`config.mk`:
```
export PLATFORM = sky130hd
export DESIGN_NAME = fpm_ctrl
export DESIGN_NICKNAME = d
export VERILOG_FILES = /design/src/hw/fpm_pkg.sv /design/src/hw/fpm_ctrl.sv
export SDC_FILE = /design/constraint.sdc
export NUM_CORES = 1
export LEC_CHECK = 0
export BUFFER_PORTS_ARGS = -buffer_cell sky130_fd_sc_hd__buf_2
export CAP_MARGIN = 20
export CORE_ASPECT_RATIO = 0.6
export CORE_MARGIN = 2
export CORE_UTILIZATION = 43
export DETAILED_ROUTE_END_ITERATION = 10
export GPL_TIMING_DRIVEN = 0
export PLACE_DENSITY = 0.71
export SETUP_SLACK_MARGIN = 0.15
export SYNTH_ARGS = -nofsm -noshare
export SYNTH_HDL_FRONTEND = slang
export SYNTH_SLANG_ARGS = --single-unit
```
`constraint.sdc`:
```
create_clock -name clk -period 9.7 [get_ports clk]
set_input_delay 0.485 -clock clk [delete_from_list [all_inputs] [get_ports clk]]
set_output_delay 0.485 -clock clk [all_outputs]
set_load 0.05 [all_outputs]
```
`src/hw/fpm_pkg.sv`:
```
/*
 Package for the front panel menu controller: timing constants, screen codes,
 setting carriers and reset values.
 Assumes a 25 MHz system clock; every module that uses it imports it whole.
*/
package fpm_pkg;

  localparam int unsigned CLK_HZ = 25000000;
  localparam int unsigned SHOW_S = 7;
  localparam int unsigned PAUSE_S = 1;
  localparam int unsigned HOLD_MIN = 3;
  localparam int unsigned STARTUP_MS = 1000;
  localparam int unsigned MSG_MS = 1000;
  localparam int unsigned DEBOUNCE_MS = 20;
  localparam int unsigned SHOW_CYC = SHOW_S * CLK_HZ;
  localparam int unsigned PAUSE_CYC = PAUSE_S * CLK_HZ;
  // Three minutes at 25 MHz does not fit in 32 bits, so this count is 64-bit.
  localparam longint unsigned HOLD_CYC = longint'(HOLD_MIN) * 60 * CLK_HZ;
  localparam int unsigned STARTUP_CYC = STARTUP_MS * (CLK_HZ / 1000);
  localparam int unsigned MSG_CYC = MSG_MS * (CLK_HZ / 1000);
  localparam int unsigned DEBOUNCE_CYC = DEBOUNCE_MS * (CLK_HZ / 1000);

  localparam int unsigned N_MODES = 4;
  localparam int unsigned N_CFG = 5;
  localparam int unsigned N_DIGITS = 4;

  // Reset values of the working and stored settings.
  localparam logic RST_SCROLL_EN = 1'b1;
  localparam logic [15:0] RST_CT_NUM = 16'h0200;
  localparam logic [1:0] RST_CT_MULT = 2'h0;

  // Multiplier codes: 0 is x1, 1 is x10, 2 is x100.
  localparam logic [1:0] MULT_MAX = 2'h2;

  typedef enum logic [5:0] {
    SCR_LAMP_LED, SCR_LAMP_SEG, SCR_BUILD, SCR_ERROR, SCR_READING, SCR_BLANK,
    SCR_MAIN, SCR_RST_NO, SCR_RST_YES, SCR_RST_DONE, SCR_PASS, SCR_PASS_FAIL,
    SCR_CFG_LIST, SCR_SCROLL_SET, SCR_CT_NUM, SCR_CT_DEN, SCR_CT_MULT,
    SCR_STORE_YES, SCR_STORE_NO, SCR_STORE_DONE, SCR_MODEL_DETAILS_ENTRY, SCR_OTHER_SET
  } fpm_screen_t;

  // Buttons, as raw pin levels or as one-cycle press events.
  typedef struct packed {
    logic menu;
    logic enter;
    logic down;
    logic right;
  } fpm_btn_t;

  // Settings edited from the panel; digits are BCD, most significant first.
  typedef struct packed {
    logic scroll_en;
    logic [15:0] ct_num;
    logic [1:0] ct_mult;
  } fpm_cfg_t;

  // What the display driver shows.
  typedef struct packed {
    fpm_screen_t screen;
    logic [1:0] mode_sel;
    logic [2:0] cfg_sel;
    logic [1:0] digit_pos;
    logic [15:0] digits;
    logic flash_upper;
    logic flash_digit;
  } fpm_disp_t;

endpackage : fpm_pkg

```
`src/hw/fpm_ctrl.sv`:
```
/*
 Front panel menu controller: debounces four buttons and runs the power-up,
 auto-scroll, main menu, reset, password and configuration screens.
 Assumes buttons are raw active-high pins, a display driver that renders the
 screen code, and metering logic that acts on the clear and reboot pulses.
*/
`timescale 1ns/1ps
module fpm_ctrl #(
  parameter int unsigned SHOW_CYCLES = fpm_pkg::SHOW_CYC,
  parameter int unsigned PAUSE_CYCLES = fpm_pkg::PAUSE_CYC,
  parameter longint unsigned HOLD_CYCLES = fpm_pkg::HOLD_CYC,
  parameter int unsigned STARTUP_CYCLES = fpm_pkg::STARTUP_CYC,
  parameter int unsigned MSG_CYCLES = fpm_pkg::MSG_CYC,
  parameter int unsigned DEBOUNCE_CYCLES = fpm_pkg::DEBOUNCE_CYC,
  parameter int unsigned N_PARAMS = 8
) (
  input wire logic clk,
  input wire logic resetn,
  input wire fpm_pkg::fpm_btn_t btn_pin,
  input wire logic error_present,
  input wire logic pass_reset_en,
  input wire logic pass_cfg_en,
  input wire logic [15:0] password,
  input wire logic ct_den_one_amp,
  output fpm_pkg::fpm_disp_t disp,
  output logic lamp_all_on,
  output logic [7:0] param_sel,
  output fpm_pkg::fpm_cfg_t cfg_stored,
  output logic [3:0] ct_den_amps,
  output logic [23:0] ct_primary,
  output logic clear_maxmin,
  output logic reboot
);
  import fpm_pkg::*;

  typedef enum logic [1:0] {PW_NONE, PW_RESET, PW_CFG} fpm_pw_t;

  // Synchroniser and debounce: three stages, the last two must agree.
  logic [3:0] s1_r, s2_r, s3_r, stable_r, prev_r;
  logic [31:0] db_cnt_r;
  wire [3:0] raw_w = {btn_pin.menu, btn_pin.enter, btn_pin.down, btn_pin.right};
  wire agree_w = (s2_r == s3_r);
  wire db_done_w = (db_cnt_r >= DEBOUNCE_CYCLES - 1);
  wire [3:0] press_w = stable_r & ~prev_r;
  fpm_btn_t ev;
  assign ev = press_w;
  wire any_w = |press_w;

  always_ff @(posedge clk or negedge resetn) begin
    if (!resetn) begin
      s1_r <= 4'h0;
      s2_r <= 4'h0;
      s3_r <= 4'h0;
      stable_r <= 4'h0;
      prev_r <= 4'h0;
      db_cnt_r <= 32'h0;
    end else begin
      s1_r <= raw_w;
      s2_r <= s1_r;
      s3_r <= s2_r;
      prev_r <= stable_r;
      // A held button stays stable, so it gives only one rising event.
      if (!agree_w || s3_r == stable_r) db_cnt_r <= 32'h0;
      else if (db_done_w) begin
        stable_r <= s3_r;
        db_cnt_r <= 32'h0;
      end else db_cnt_r <= db_cnt_r + 32'h1;
    end
  end

  // Main state.
  fpm_screen_t scr_r, scr_nxt, ret_r, ret_nxt;
  fpm_pw_t pw_r, pw_nxt;
  logic [1:0] mode_r, mode_nxt, dpos_r, dpos_nxt;
  logic [2:0] csel_r, csel_nxt;
  logic [15:0] dig_r, dig_nxt;
  logic [1:0] menus_r, menus_nxt;
  logic cfg_ok_r, cfg_ok_nxt;
  fpm_cfg_t work_r, work_nxt, stored_r;
  logic save_r, save_nxt, clr_nxt;
  logic [31:0] tmr_r, tmr_nxt;
  logic [32:0] hold_r;
  logic [7:0] psel_r, psel_nxt;
  logic [23:0] flash_r;

  // Digit step 0..9 on the selected BCD nibble.
  function automatic logic [15:0] step_digit(input logic [15:0] v, input logic [1:0] pos);
    logic [3:0] n;
    logic [15:0] r;
    n = v[4'(12 - 4 * pos) +: 4];
    r = v;
    r[4'(12 - 4 * pos) +: 4] = (n >= 4'h9) ? 4'h0 : n + 4'h1;
    return r;
  endfunction : step_digit

  wire tmr_done_w = (tmr_r == 32'h0);
  wire hold_act_w = (hold_r != 33'h0);
  wire pass_ok_w = (dig_r == password);

  always_comb begin
    scr_nxt = scr_r;
    ret_nxt = ret_r;
    pw_nxt = pw_r;
    mode_nxt = mode_r;
    dpos_nxt = dpos_r;
    csel_nxt = csel_r;
    dig_nxt = dig_r;
    menus_nxt = 2'h0;
    cfg_ok_nxt = cfg_ok_r;
    work_nxt = work_r;
    save_nxt = 1'b0;
    clr_nxt = 1'b0;
    psel_nxt = psel_r;
    tmr_nxt = tmr_done_w ? 32'h0 : tmr_r - 32'h1;
    unique case (scr_r)
      // Power-up sequence, each screen timed.
      SCR_LAMP_LED: if (tmr_done_w) begin
        scr_nxt = SCR_LAMP_SEG;
        tmr_nxt = STARTUP_CYCLES;
      end
      SCR_LAMP_SEG: if (tmr_done_w) begin
        scr_nxt = SCR_BUILD;
        tmr_nxt = STARTUP_CYCLES;
      end
      SCR_BUILD: if (tmr_done_w) begin
        scr_nxt = error_present ? SCR_ERROR : SCR_READING;
        tmr_nxt = error_present ? STARTUP_CYCLES : SHOW_CYCLES;
      end
      SCR_ERROR: if (tmr_done_w) begin
        scr_nxt = SCR_READING;
        tmr_nxt = SHOW_CYCLES;
      end
      // Seven seconds shown, one second blank, unless held off.
      SCR_READING, SCR_BLANK: begin
        if (ev.menu) begin
          scr_nxt = SCR_MAIN;
          mode_nxt = 2'h0;
        end else if (ev.down) psel_nxt = (psel_r >= 8'(N_PARAMS - 1)) ? 8'h0 : psel_r + 8'h1;
        else if (!stored_r.scroll_en || hold_act_w) tmr_nxt = SHOW_CYCLES;
        else if (tmr_done_w && scr_r == SCR_READING) begin
          scr_nxt = SCR_BLANK;
          tmr_nxt = PAUSE_CYCLES;
        end else if (tmr_done_w) begin
          scr_nxt = SCR_READING;
          tmr_nxt = SHOW_CYCLES;
          psel_nxt = (psel_r >= 8'(N_PARAMS - 1)) ? 8'h0 : psel_r + 8'h1;
        end
        if (any_w) scr_nxt = ev.menu ? SCR_MAIN : SCR_READING;
      end
      SCR_MAIN: begin
        if (ev.down) mode_nxt = mode_r + 2'h1;
        else if (ev.menu) scr_nxt = SCR_READING;
        else if (ev.enter) begin
          // Enter opens the flashing mode.
          unique case (mode_r)
            2'h0: scr_nxt = SCR_RST_NO;
            2'h1: begin
              scr_nxt = SCR_CFG_LIST;
              csel_nxt = 3'h0;
              work_nxt = stored_r;
              cfg_ok_nxt = 1'b0;
            end
            2'h2: scr_nxt = SCR_READING;
            2'h3: scr_nxt = SCR_MODEL_DETAILS_ENTRY;
          endcase
        end
      end
      SCR_RST_NO: begin
        if (ev.enter) begin
          scr_nxt = SCR_MAIN;
          mode_nxt = 2'h1;
        end else if (ev.right) scr_nxt = SCR_RST_YES;
        else if (ev.menu) scr_nxt = SCR_MAIN;
      end
      SCR_RST_YES: begin
        if (ev.enter && pass_reset_en) begin
          scr_nxt = SCR_PASS;
          pw_nxt = PW_RESET;
          ret_nxt = SCR_RST_YES;
          dig_nxt = 16'h0;
          dpos_nxt = 2'h0;
        end else if (ev.enter) begin
          clr_nxt = 1'b1;
          scr_nxt = SCR_RST_DONE;
          tmr_nxt = MSG_CYCLES;
        end else if (ev.right) scr_nxt = SCR_RST_NO;
        else if (ev.menu) scr_nxt = SCR_MAIN;
      end
      SCR_RST_DONE, SCR_PASS_FAIL: if (tmr_done_w) begin
        scr_nxt = (scr_r == SCR_RST_DONE) ? SCR_READING : ret_r;
        tmr_nxt = SHOW_CYCLES;
      end
      SCR_PASS: begin
        if (ev.down) dig_nxt = step_digit(dig_r, dpos_r);
        else if (ev.right) dpos_nxt = dpos_r + 2'h1;
        else if (ev.enter && pass_ok_w) begin
          if (pw_r == PW_RESET) begin
            clr_nxt = 1'b1;
            scr_nxt = SCR_RST_DONE;
            tmr_nxt = MSG_CYCLES;
          end else begin
            cfg_ok_nxt = 1'b1;
            scr_nxt = ret_r;
            dpos_nxt = 2'h0; // The edit that asked for the code began at the leftmost digit.
          end
          pw_nxt = PW_NONE;
        end else if (ev.enter) begin
          scr_nxt = SCR_PASS_FAIL;
          tmr_nxt = MSG_CYCLES;
          if (pw_r == PW_CFG) ret_nxt = SCR_READING;
          pw_nxt = PW_NONE;
        end
      end
      // Parameter list of configuration mode.
      SCR_CFG_LIST: begin
        if (ev.down) csel_nxt = (csel_r >= 3'(N_CFG - 1)) ? 3'h0 : csel_r + 3'h1;
        else if (ev.enter) begin
          unique case (csel_r)
            3'h0: scr_nxt = SCR_SCROLL_SET;
            3'h1: scr_nxt = SCR_CT_NUM;
            default: scr_nxt = SCR_OTHER_SET;
          endcase
          dpos_nxt = 2'h0;
        end else if (ev.menu) scr_nxt = SCR_MAIN;
      end
      SCR_SCROLL_SET, SCR_CT_NUM, SCR_CT_DEN, SCR_CT_MULT, SCR_OTHER_SET: begin
        // Editing first asks for the password when protection is on.
        if ((ev.down || ev.right) && pass_cfg_en && !cfg_ok_r) begin
          scr_nxt = SCR_PASS;
          pw_nxt = PW_CFG;
          ret_nxt = scr_r;
          dig_nxt = 16'h0;
          dpos_nxt = 2'h0;
        end else if (ev.down || ev.right) begin
          unique case (scr_r)
            SCR_SCROLL_SET: work_nxt.scroll_en = ~work_r.scroll_en;
            SCR_CT_NUM: if (ev.down) work_nxt.ct_num = step_digit(work_r.ct_num, dpos_r);
              else dpos_nxt = dpos_r + 2'h1;
            SCR_CT_MULT: work_nxt.ct_mult = (work_r.ct_mult >= MULT_MAX) ? 2'h0 : work_r.ct_mult + 2'h1;
            default: ; // Denominator is fixed; other settings live elsewhere.
          endcase
        end else if (ev.enter) begin
          // Enter walks the settings in order, wrapping to the list.
          dpos_nxt = 2'h0;
          unique case (scr_r)
            SCR_SCROLL_SET: scr_nxt = SCR_CT_NUM;
            SCR_CT_NUM: scr_nxt = SCR_CT_DEN;
            SCR_CT_DEN: scr_nxt = SCR_CT_MULT;
            SCR_CT_MULT: begin
              scr_nxt = SCR_CFG_LIST;
              csel_nxt = 3'h2;
            end
            default: begin
              scr_nxt = SCR_CFG_LIST;
              csel_nxt = (csel_r >= 3'(N_CFG - 1)) ? 3'h0 : csel_r + 3'h1;
            end
          endcase
        end else if (ev.menu) begin
          // First menu leaves the setting; a second asks to store if the settings were edited, else returns to the main menu.
          if (work_r != stored_r) scr_nxt = SCR_CFG_LIST;
          else scr_nxt = SCR_CFG_LIST;
          menus_nxt = 2'h1;
        end
      end
      default: ;
    endcase
    // Menu counting after a setting screen, shared by list and main menu.
    if (scr_r == SCR_CFG_LIST && ev.menu && menus_r == 2'h1) begin
      scr_nxt = (work_r != stored_r) ? SCR_STORE_YES : SCR_MAIN;
      menus_nxt = 2'h2;
    end else if (scr_r == SCR_CFG_LIST && !any_w) menus_nxt = menus_r;
    if (scr_r == SCR_MAIN && ev.menu && menus_r == 2'h2) scr_nxt = SCR_READING;
    else if (scr_r == SCR_MAIN && !any_w) menus_nxt = menus_r;
    unique case (scr_r)
      SCR_STORE_YES: if (ev.enter) begin
        save_nxt = 1'b1;
        scr_nxt = SCR_STORE_DONE;
        tmr_nxt = MSG_CYCLES;
      end else if (ev.right) scr_nxt = SCR_STORE_NO;
      SCR_STORE_NO: if (ev.enter) begin
        work_nxt = stored_r;
        scr_nxt = SCR_MAIN;
      end else if (ev.right) scr_nxt = SCR_STORE_YES;
      SCR_STORE_DONE: if (tmr_done_w) begin
        scr_nxt = SCR_LAMP_LED; // Restart sequence after save.
        tmr_nxt = STARTUP_CYCLES;
      end
      SCR_MODEL_DETAILS_ENTRY: if (ev.menu || ev.enter) scr_nxt = SCR_MAIN;
      default: ;
    endcase
  end

  // State registers; the power-up sequence starts at reset.
  always_ff @(posedge clk or negedge resetn) begin
    if (!resetn) begin
      scr_r <= SCR_LAMP_LED;
      ret_r <= SCR_READING;
      pw_r <= PW_NONE;
      mode_r <= 2'h0;
      dpos_r <= 2'h0;
      csel_r <= 3'h0;
      dig_r <= 16'h0;
      menus_r <= 2'h0;
      cfg_ok_r <= 1'b0;
      work_r <= {RST_SCROLL_EN, RST_CT_NUM, RST_CT_MULT};
      save_r <= 1'b0;
      clear_maxmin <= 1'b0;
      tmr_r <= STARTUP_CYCLES;
      psel_r <= 8'h0;
    end else begin
      scr_r <= scr_nxt;
      ret_r <= ret_nxt;
      pw_r <= pw_nxt;
      mode_r <= mode_nxt;
      dpos_r <= dpos_nxt;
      csel_r <= csel_nxt;
      dig_r <= dig_nxt;
      menus_r <= menus_nxt;
      cfg_ok_r <= cfg_ok_nxt;
      work_r <= work_nxt;
      save_r <= save_nxt;
      clear_maxmin <= clr_nxt;
      tmr_r <= tmr_nxt;
      psel_r <= psel_nxt;
    end
  end

  // Stored settings only move on a confirmed save; reboot follows store-done.
  always_ff @(posedge clk or negedge resetn) begin
    if (!resetn) begin
      stored_r <= {RST_SCROLL_EN, RST_CT_NUM, RST_CT_MULT};
      reboot <= 1'b0;
    end else begin
      if (save_r) stored_r <= work_r;
      reboot <= (scr_r == SCR_STORE_DONE) && tmr_done_w;
    end
  end

  // Hold-off after any press keeps scrolling parked for three minutes.
  always_ff @(posedge clk or negedge resetn) begin
    if (!resetn) hold_r <= 33'h0;
    else if (any_w) hold_r <= 33'(HOLD_CYCLES);
    else if (hold_act_w) hold_r <= hold_r - 33'h1;
  end

  // Flasher for the active entry and digit, about 1.5 Hz at 25 MHz. It restarts on every screen or
  // mode change, so a newly entered screen or mode is lit at once instead of possibly dark for a third of a second.
  always_ff @(posedge clk or negedge resetn) begin
    if (!resetn) flash_r <= 24'h0;
    else if (scr_nxt != scr_r || mode_nxt != mode_r) flash_r <= 24'h0;
    else flash_r <= flash_r + 24'h1;
  end

  // Rating as numerator (BCD) times multiplier.
  wire [15:0] num_bin_w = 16'(cfg_stored.ct_num[15:12] * 1000 + cfg_stored.ct_num[11:8] * 100 +
                              cfg_stored.ct_num[7:4] * 10 + cfg_stored.ct_num[3:0]);
  wire [23:0] mult_w = (cfg_stored.ct_mult == 2'h2) ? 24'h64 : (cfg_stored.ct_mult == 2'h1) ? 24'ha : 24'h1;
  wire [47:0] prod_w = {32'h0, num_bin_w} * {24'h0, mult_w};

  // Display and status outputs.
  assign cfg_stored = stored_r;
  assign ct_primary = prod_w[23:0];
  assign ct_den_amps = ct_den_one_amp ? 4'h1 : 4'h5;
  assign lamp_all_on = (scr_r == SCR_LAMP_LED);
  assign param_sel = psel_r;
  assign disp.screen = scr_r;
  assign disp.mode_sel = mode_r;
  assign disp.cfg_sel = csel_r;
  assign disp.digit_pos = dpos_r;
  assign disp.digits = (scr_r == SCR_PASS) ? dig_r : work_r.ct_num;
  assign disp.flash_upper = !flash_r[23] && (scr_r == SCR_MAIN || scr_r == SCR_CFG_LIST);
  assign disp.flash_digit = !flash_r[23] && (scr_r == SCR_PASS || scr_r == SCR_CT_NUM);

endmodule : fpm_ctrl

```
# After elaboration in Yosys (flattened, before gate mapping)

Index checks and enable logic that the tools add are counted.

Bits in registers: 230
Latch bits: 0
RAM bits: 0
Bits in read-only memories: 0
Input port bits: 26
Output and inout bits: 89
Logic and storage cells: 351
Memories: 0

$add $sub $neg: 16
$mul: 4
Div/mod/pow operators: 0
Order comparisons: 6
Equality and inequality tests: 65
Shift-type cells: 5
Mux-type cells: 170
Bitwise operators: 5
Reductions and logical operators: 52

Operators by type and width:

| kind                  | number |
|---|---|
| $mux 32               | 18 |
| $mux 6                | 46 |
| $pmux 32 s6           | 1 |
| $mux 19               | 8 |
| $mux 16               | 6 |
| $pmux 6 s12           | 1 |
| $mux 33               | 2 |
| $pmux 32 s2           | 1 |
| $mux 2                | 27 |
| $eq 6x4->1 const B    | 8 |
| $pmux 16 s3           | 1 |
| $pmux 6 s4            | 2 |
| $ne 2x2->1 const B    | 22 |
| $mux 8                | 5 |
| $pmux 19 s2           | 1 |
| $eq 6x5->1 const B    | 6 |
| $mux 3                | 11 |
| $reduce_bool 33->1    | 1 |
| $sub 33x1->33 const B | 1 |
| $add 32x1->32 const B | 1 |
| $bwmux 16             | 2 |
| $ge 32x19->1 const B  | 1 |
| $logic_not 32->1      | 1 |
| $shiftx 16x5->4       | 2 |
| 72 further kinds      | 148 |

# Logic depth before layout (Yosys ltp)

Depth in word-level cells: 16
Depth in mapped cells: 32
Depth with buffers taken out: 32

# Least setup slack after synthesis

No wires, ideal clock.

Kind: register -> output
From: reg stored_r (netlist bit cfg_stored[16])
To: out ct_primary[21]
Data arrival time: 9182 ps
Required time: 9215 ps
Slack: 33 ps
Stages on the path, launching flop included: 25
Path buffers: 0
Path through: dfrtp_1 ha_1 fa_1 inv_1 fa_1 fa_1 inv_1 ha_1 ha_1 a21oi_1 o21ai_0 a2111oi_0 nor3_1 and2_1 fa_1 fa_1 fa_1 inv_1 fa_1 inv_1 ha_1 a21o_1 a21o_1 a221oi_1 o311ai_0

Cells in the longest elaborated chain, start to end: 5

RTL lines:

| element                  | RTL line        | text |
|---|---|---|
| start: declaration       | fpm_ctrl.sv:79  | `fpm_cfg_t work_r, work_nxt, stored_r;` |
| start signal: assignment | fpm_ctrl.sv:331 | `stored_r <= {RST_SCROLL_EN, RST_CT_NUM, RST_CT_MULT};` |
| start signal: assignment | fpm_ctrl.sv:334 | `if (save_r) stored_r <= work_r;` |
| $mul 4x7->11             | fpm_ctrl.sv:355 | `wire [15:0] num_bin_w = 16'(cfg_stored.ct_num[15:12] * 1000 + cfg_stored.ct_num[11:8] * 100 +` |
| $add 14x11->15           | fpm_ctrl.sv:355 |  |
| $add 15x8->16            | fpm_ctrl.sv:355 |  |
| $add 16x4->16            | fpm_ctrl.sv:356 | `cfg_stored.ct_num[7:4] * 10 + cfg_stored.ct_num[3:0]);` |
| $mul 16x7->23            | fpm_ctrl.sv:358 | `wire [47:0] prod_w = {32'h0, num_bin_w} * {24'h0, mult_w};` |
| end: declaration         | fpm_ctrl.sv:30  | `output logic [23:0] ct_primary,` |

No other way between the ends.

# Final worst setup path

From: reg stored_r (netlist bit cfg_stored[17])
To: out ct_primary[19]

The elaborated chain is that of the path after synthesis.

==> results.sh <==
export IMPL_run_status="finished, violations left"
export IMPL_violations="hold timing"
export IMPL_fillers=3810
export IMPL_timing_final_crit_period_ps=9210
export IMPL_area_growth_pct=13.6
export IMPL_post_route_period_util=0.950
export IMPL_path_class="register to output port"
export IMPL_met3_usage=0.0649
export IMPL_ys_seq_area_frac=0.324
export IMPL_critPathMaxFanout=5
export IMPL_crit_required_ps=9220
export IMPL_ys_flop_type="dfrtp_1"
export IMPL_grtUsageTotal=0.245
export IMPL_yosysUniqueCellTypes=85
export IMPL_grt_setup_unrepaired="false"
export IMPL_cp_slowest_cell="fa_2"
export IMPL_hpwlAfterDp_um=41000
export IMPL_drv_cap=0
export IMPL_syn_inst=1952
export IMPL_tightestPinTransition_ps=1150
export IMPL_core_area_sq_um=40700
export IMPL_finish_instance_area_sq_um=20200
export IMPL_nets=2341
export IMPL_finalPower_mw=2.32
export IMPL_preCtsSetupSlack_ps=140
export IMPL_setup_slack_ps=488
export IMPL_initial_core_util=0.438
export IMPL_dr_pass1_iters=8
export IMPL_setup_tns_ps=0
export IMPL_fin_util=0.498
export IMPL_die_area_sq_um=43100
export IMPL_drive_above_1_share=0.153
export IMPL_finalHoldViolCount=4
export IMPL_fp_row_count=57
export IMPL_cp_start_kind="register"
export IMPL_hold_buffers=0
export IMPL_drtAntennaViolNets=0
export IMPL_final_setup_skew_ps=13.4
export IMPL_placedCellCount=2612
export IMPL_worstSkewPairLatency_ps=530
export IMPL_cts_htree_levels=1
export IMPL_drt_iter0_drc=1476
export IMPL_hold_ws_ps=-32.4
export IMPL_antenna_found_initial=0
export IMPL_drc=0
export IMPL_cts_buffers=22
export IMPL_ys_seq_elements=230
export IMPL_min_delay_path_class="primary input to async pin"
export IMPL_die_w_um=267
export IMPL_async_reset_ff_frac=1.00
export IMPL_insertedDiodeCount=0
export IMPL_slowest_delay_ps=650
export IMPL_clock_sinks=230
export IMPL_top_level_ports=115
export IMPL_gp_routability_congestion=1.01
export IMPL_use_met1=0.384
export IMPL_instances_no_fill=2664
export IMPL_dpl_cell_area_sq_um=19200
export IMPL_yosysWarnings=0
export IMPL_cts_tree="built"
export IMPL_grt_max_degree=117
export IMPL_p_per_area_nw_per_um2=115
export IMPL_vias_per_cell=5.78
export IMPL_met2_usage=0.336
export IMPL_wl_per_cell_um=20.0
export IMPL_vdd_drop_max_uv=98.2
export IMPL_max_slew_margin_rel=0.235
export IMPL_cp_end_kind="output port"
export IMPL_numPortBuffers=110
export IMPL_arrival_ps=8730
export IMPL_synth_area_top_cells="dfrtp_1, ha_1, fa_1, xnor2_1, nand2_1"
export IMPL_synth_edf_count=0
export IMPL_setup_violations=0
export IMPL_die_y_um=162
export IMPL_reg2reg_slack_ps=4430
export IMPL_final_max_slew_viol_count=0
export IMPL_synth_largest_area_cell="dfrtp_1"
export IMPL_syn_avg_cell_area_sq_um=9.13
export IMPL_first_global_vias=14700
export IMPL_clock_fmax_ghz=0.109
export IMPL_cellLeakagePower_nw=9.52
export IMPL_grt_busiest_layer="met1"
export IMPL_synth_top_area_frac=0.299
export IMPL_cpMostUsedCell="fa_1"
export IMPL_cts_clk_slew_worst_paths_ps=70
export IMPL_gr_total_overflow=0
export IMPL_drt_total_wl_um=53200
export IMPL_grt_pass1_wl_um=83500
export IMPL_clock_root_buffer="clkbuf_16"
export IMPL_vias=15400
export IMPL_cts_buffer_depth=3
export IMPL_synth_area_sq_um=17800
## final timing paths
path / startpoint / endpoint / cells past startpoint
worst max-delay path: cfg_stored[17] / ct_primary[19] / 29
worst min-delay path: resetn / tmr_r[4] / 2
worst max register to register: scr_r[3] / flash_r[6] / 11
worst min register to register: s1_r[0] / s2_r[0] / 0
max in group asynchronous: resetn / db_cnt_r[14] / 3
min in group clk: btn_pin[2] / s1_r[2] / 1
## cell usage after synthesis, drive strengths merged (5+ instances only)
cell / number
dfrtp: 213
nand2: 203
nor2: 175
inv: 141
ha: 132
xnor2: 99
a21oi: 88
o21ai: 82
nand3: 72
xor2: 70
fa: 65
clkbuf: 58
nor3: 58
nor4: 54
and2: 33
mux2: 28
nand4: 25
a22oi: 21
buf: 21
nand2b: 19
nor2b: 19
a21o: 17
dfstp: 17
or3: 16
and3: 14
or4: 14
a31oi: 12
a211oi: 11
a22o: 11
nor3b: 10
o22ai: 10
or2: 10
nand3b: 9
o21bai: 9
mux4: 8
nor4b: 8
and4: 7
mux2i: 7
o211ai: 7
o31ai: 7
o41ai: 7
o21a: 5
## sequential cells by signal (all words and copies together) (netlist names), 6 cells and up
name        flops
cfg_stored     19
ret_r           6
work_r         19
param_sel       8
flash_r        24
db_cnt_r       32
dig_r          16
hold_r         33
tmr_r          32
scr_r           6
## cells by family after synthesis
kind of cell	count (synthesis)	share of synthesized area
xor+xnor	169	0.0831
other cells	2	0.000421
simple gates	758	0.225
buf+inv	220	0.0489
compound gates	333	0.121
flops	230	0.324
mux	43	0.0317
fa+ha+maj	197	0.166
## report_power, final
part           switching, mW  leakage (nW)  internal, mW  total (mW)
combinational          0.282          6.29         0.102       0.384
clock                  0.382         0.377         0.532       0.914
sequential            0.0296          2.85         0.992        1.02
total                  0.693          9.52          1.63        2.32
## routing by layer
metal / wire [um] / vias to the layer above / part of all wire
met5: 58 / - / 0.0011
met4: 938 / 2 / 0.018
met1: 25800 / 7547 / 0.49
met3: 5100 / 72 / 0.096
met2: 21200 / 636 / 0.40
li1: - / 7140 / -
## repair_timing
item                                    CTS  global route
resized for setup                         7            41
endpoints found under the setup margin    7             8
endpoints found under the hold margin     0             0
setup buffers                             0            12
pin swaps                                 0             7
## cells in the final DEF, fill, tap and decap left out, drive strengths merged, types with 8 or more instances in the layout
| cell | instances |
|---|---|
| a211oi | 11 |
| a21o | 17 |
| a21oi | 88 |
| a22o | 11 |
| a22oi | 21 |
| a31oi | 12 |
| and2 | 33 |
| and3 | 14 |
| buf | 145 |
| clkbuf | 92 |
| conb | 17 |
| dfrtp | 213 |
| dfstp | 17 |
| fa | 65 |
| ha | 132 |
| inv | 141 |
| mux2 | 28 |
| mux4 | 8 |
| nand2 | 203 |
| nand2b | 19 |
| nand3 | 72 |
| nand3b | 9 |
| nand4 | 25 |
| nor2 | 175 |
| nor2b | 19 |
| nor3 | 58 |
| nor3b | 10 |
| nor4 | 54 |
| nor4b | 8 |
| o21ai | 82 |
| o21bai | 9 |
| o22ai | 10 |
| or2 | 10 |
| or3 | 16 |
| or4 | 14 |
| xnor2 | 99 |
| xor2 | 70 |
## critical path, delay by kind of cell, from the launching register on
kind            cells  cell delay (ps)
compound gates      7             1550
xor+xnor            2              370
fa+ha+maj          11             4670
buf+inv             4              450
flops               1              470
mux                 1              230
simple gates        4              450
## cell type report
| class | instances | area [sq um] | share of cell area |
|---|---|---|---|
| buffer | 79 | 343 | 0.0169 |
| clock buffer | 31 | 666 | 0.0329 |
| clock inverter | 8 | 96.3 | 0.00476 |
| inverter | 141 | 529 | 0.0261 |
| multi-input combinational | 1517 | 11400 | 0.565 |
| sequential | 230 | 5780 | 0.286 |
| tap | 531 | 664 | 0.0328 |
| timing repair buffer | 127 | 731 | 0.0361 |
Power figures use the tool's default switching activity.
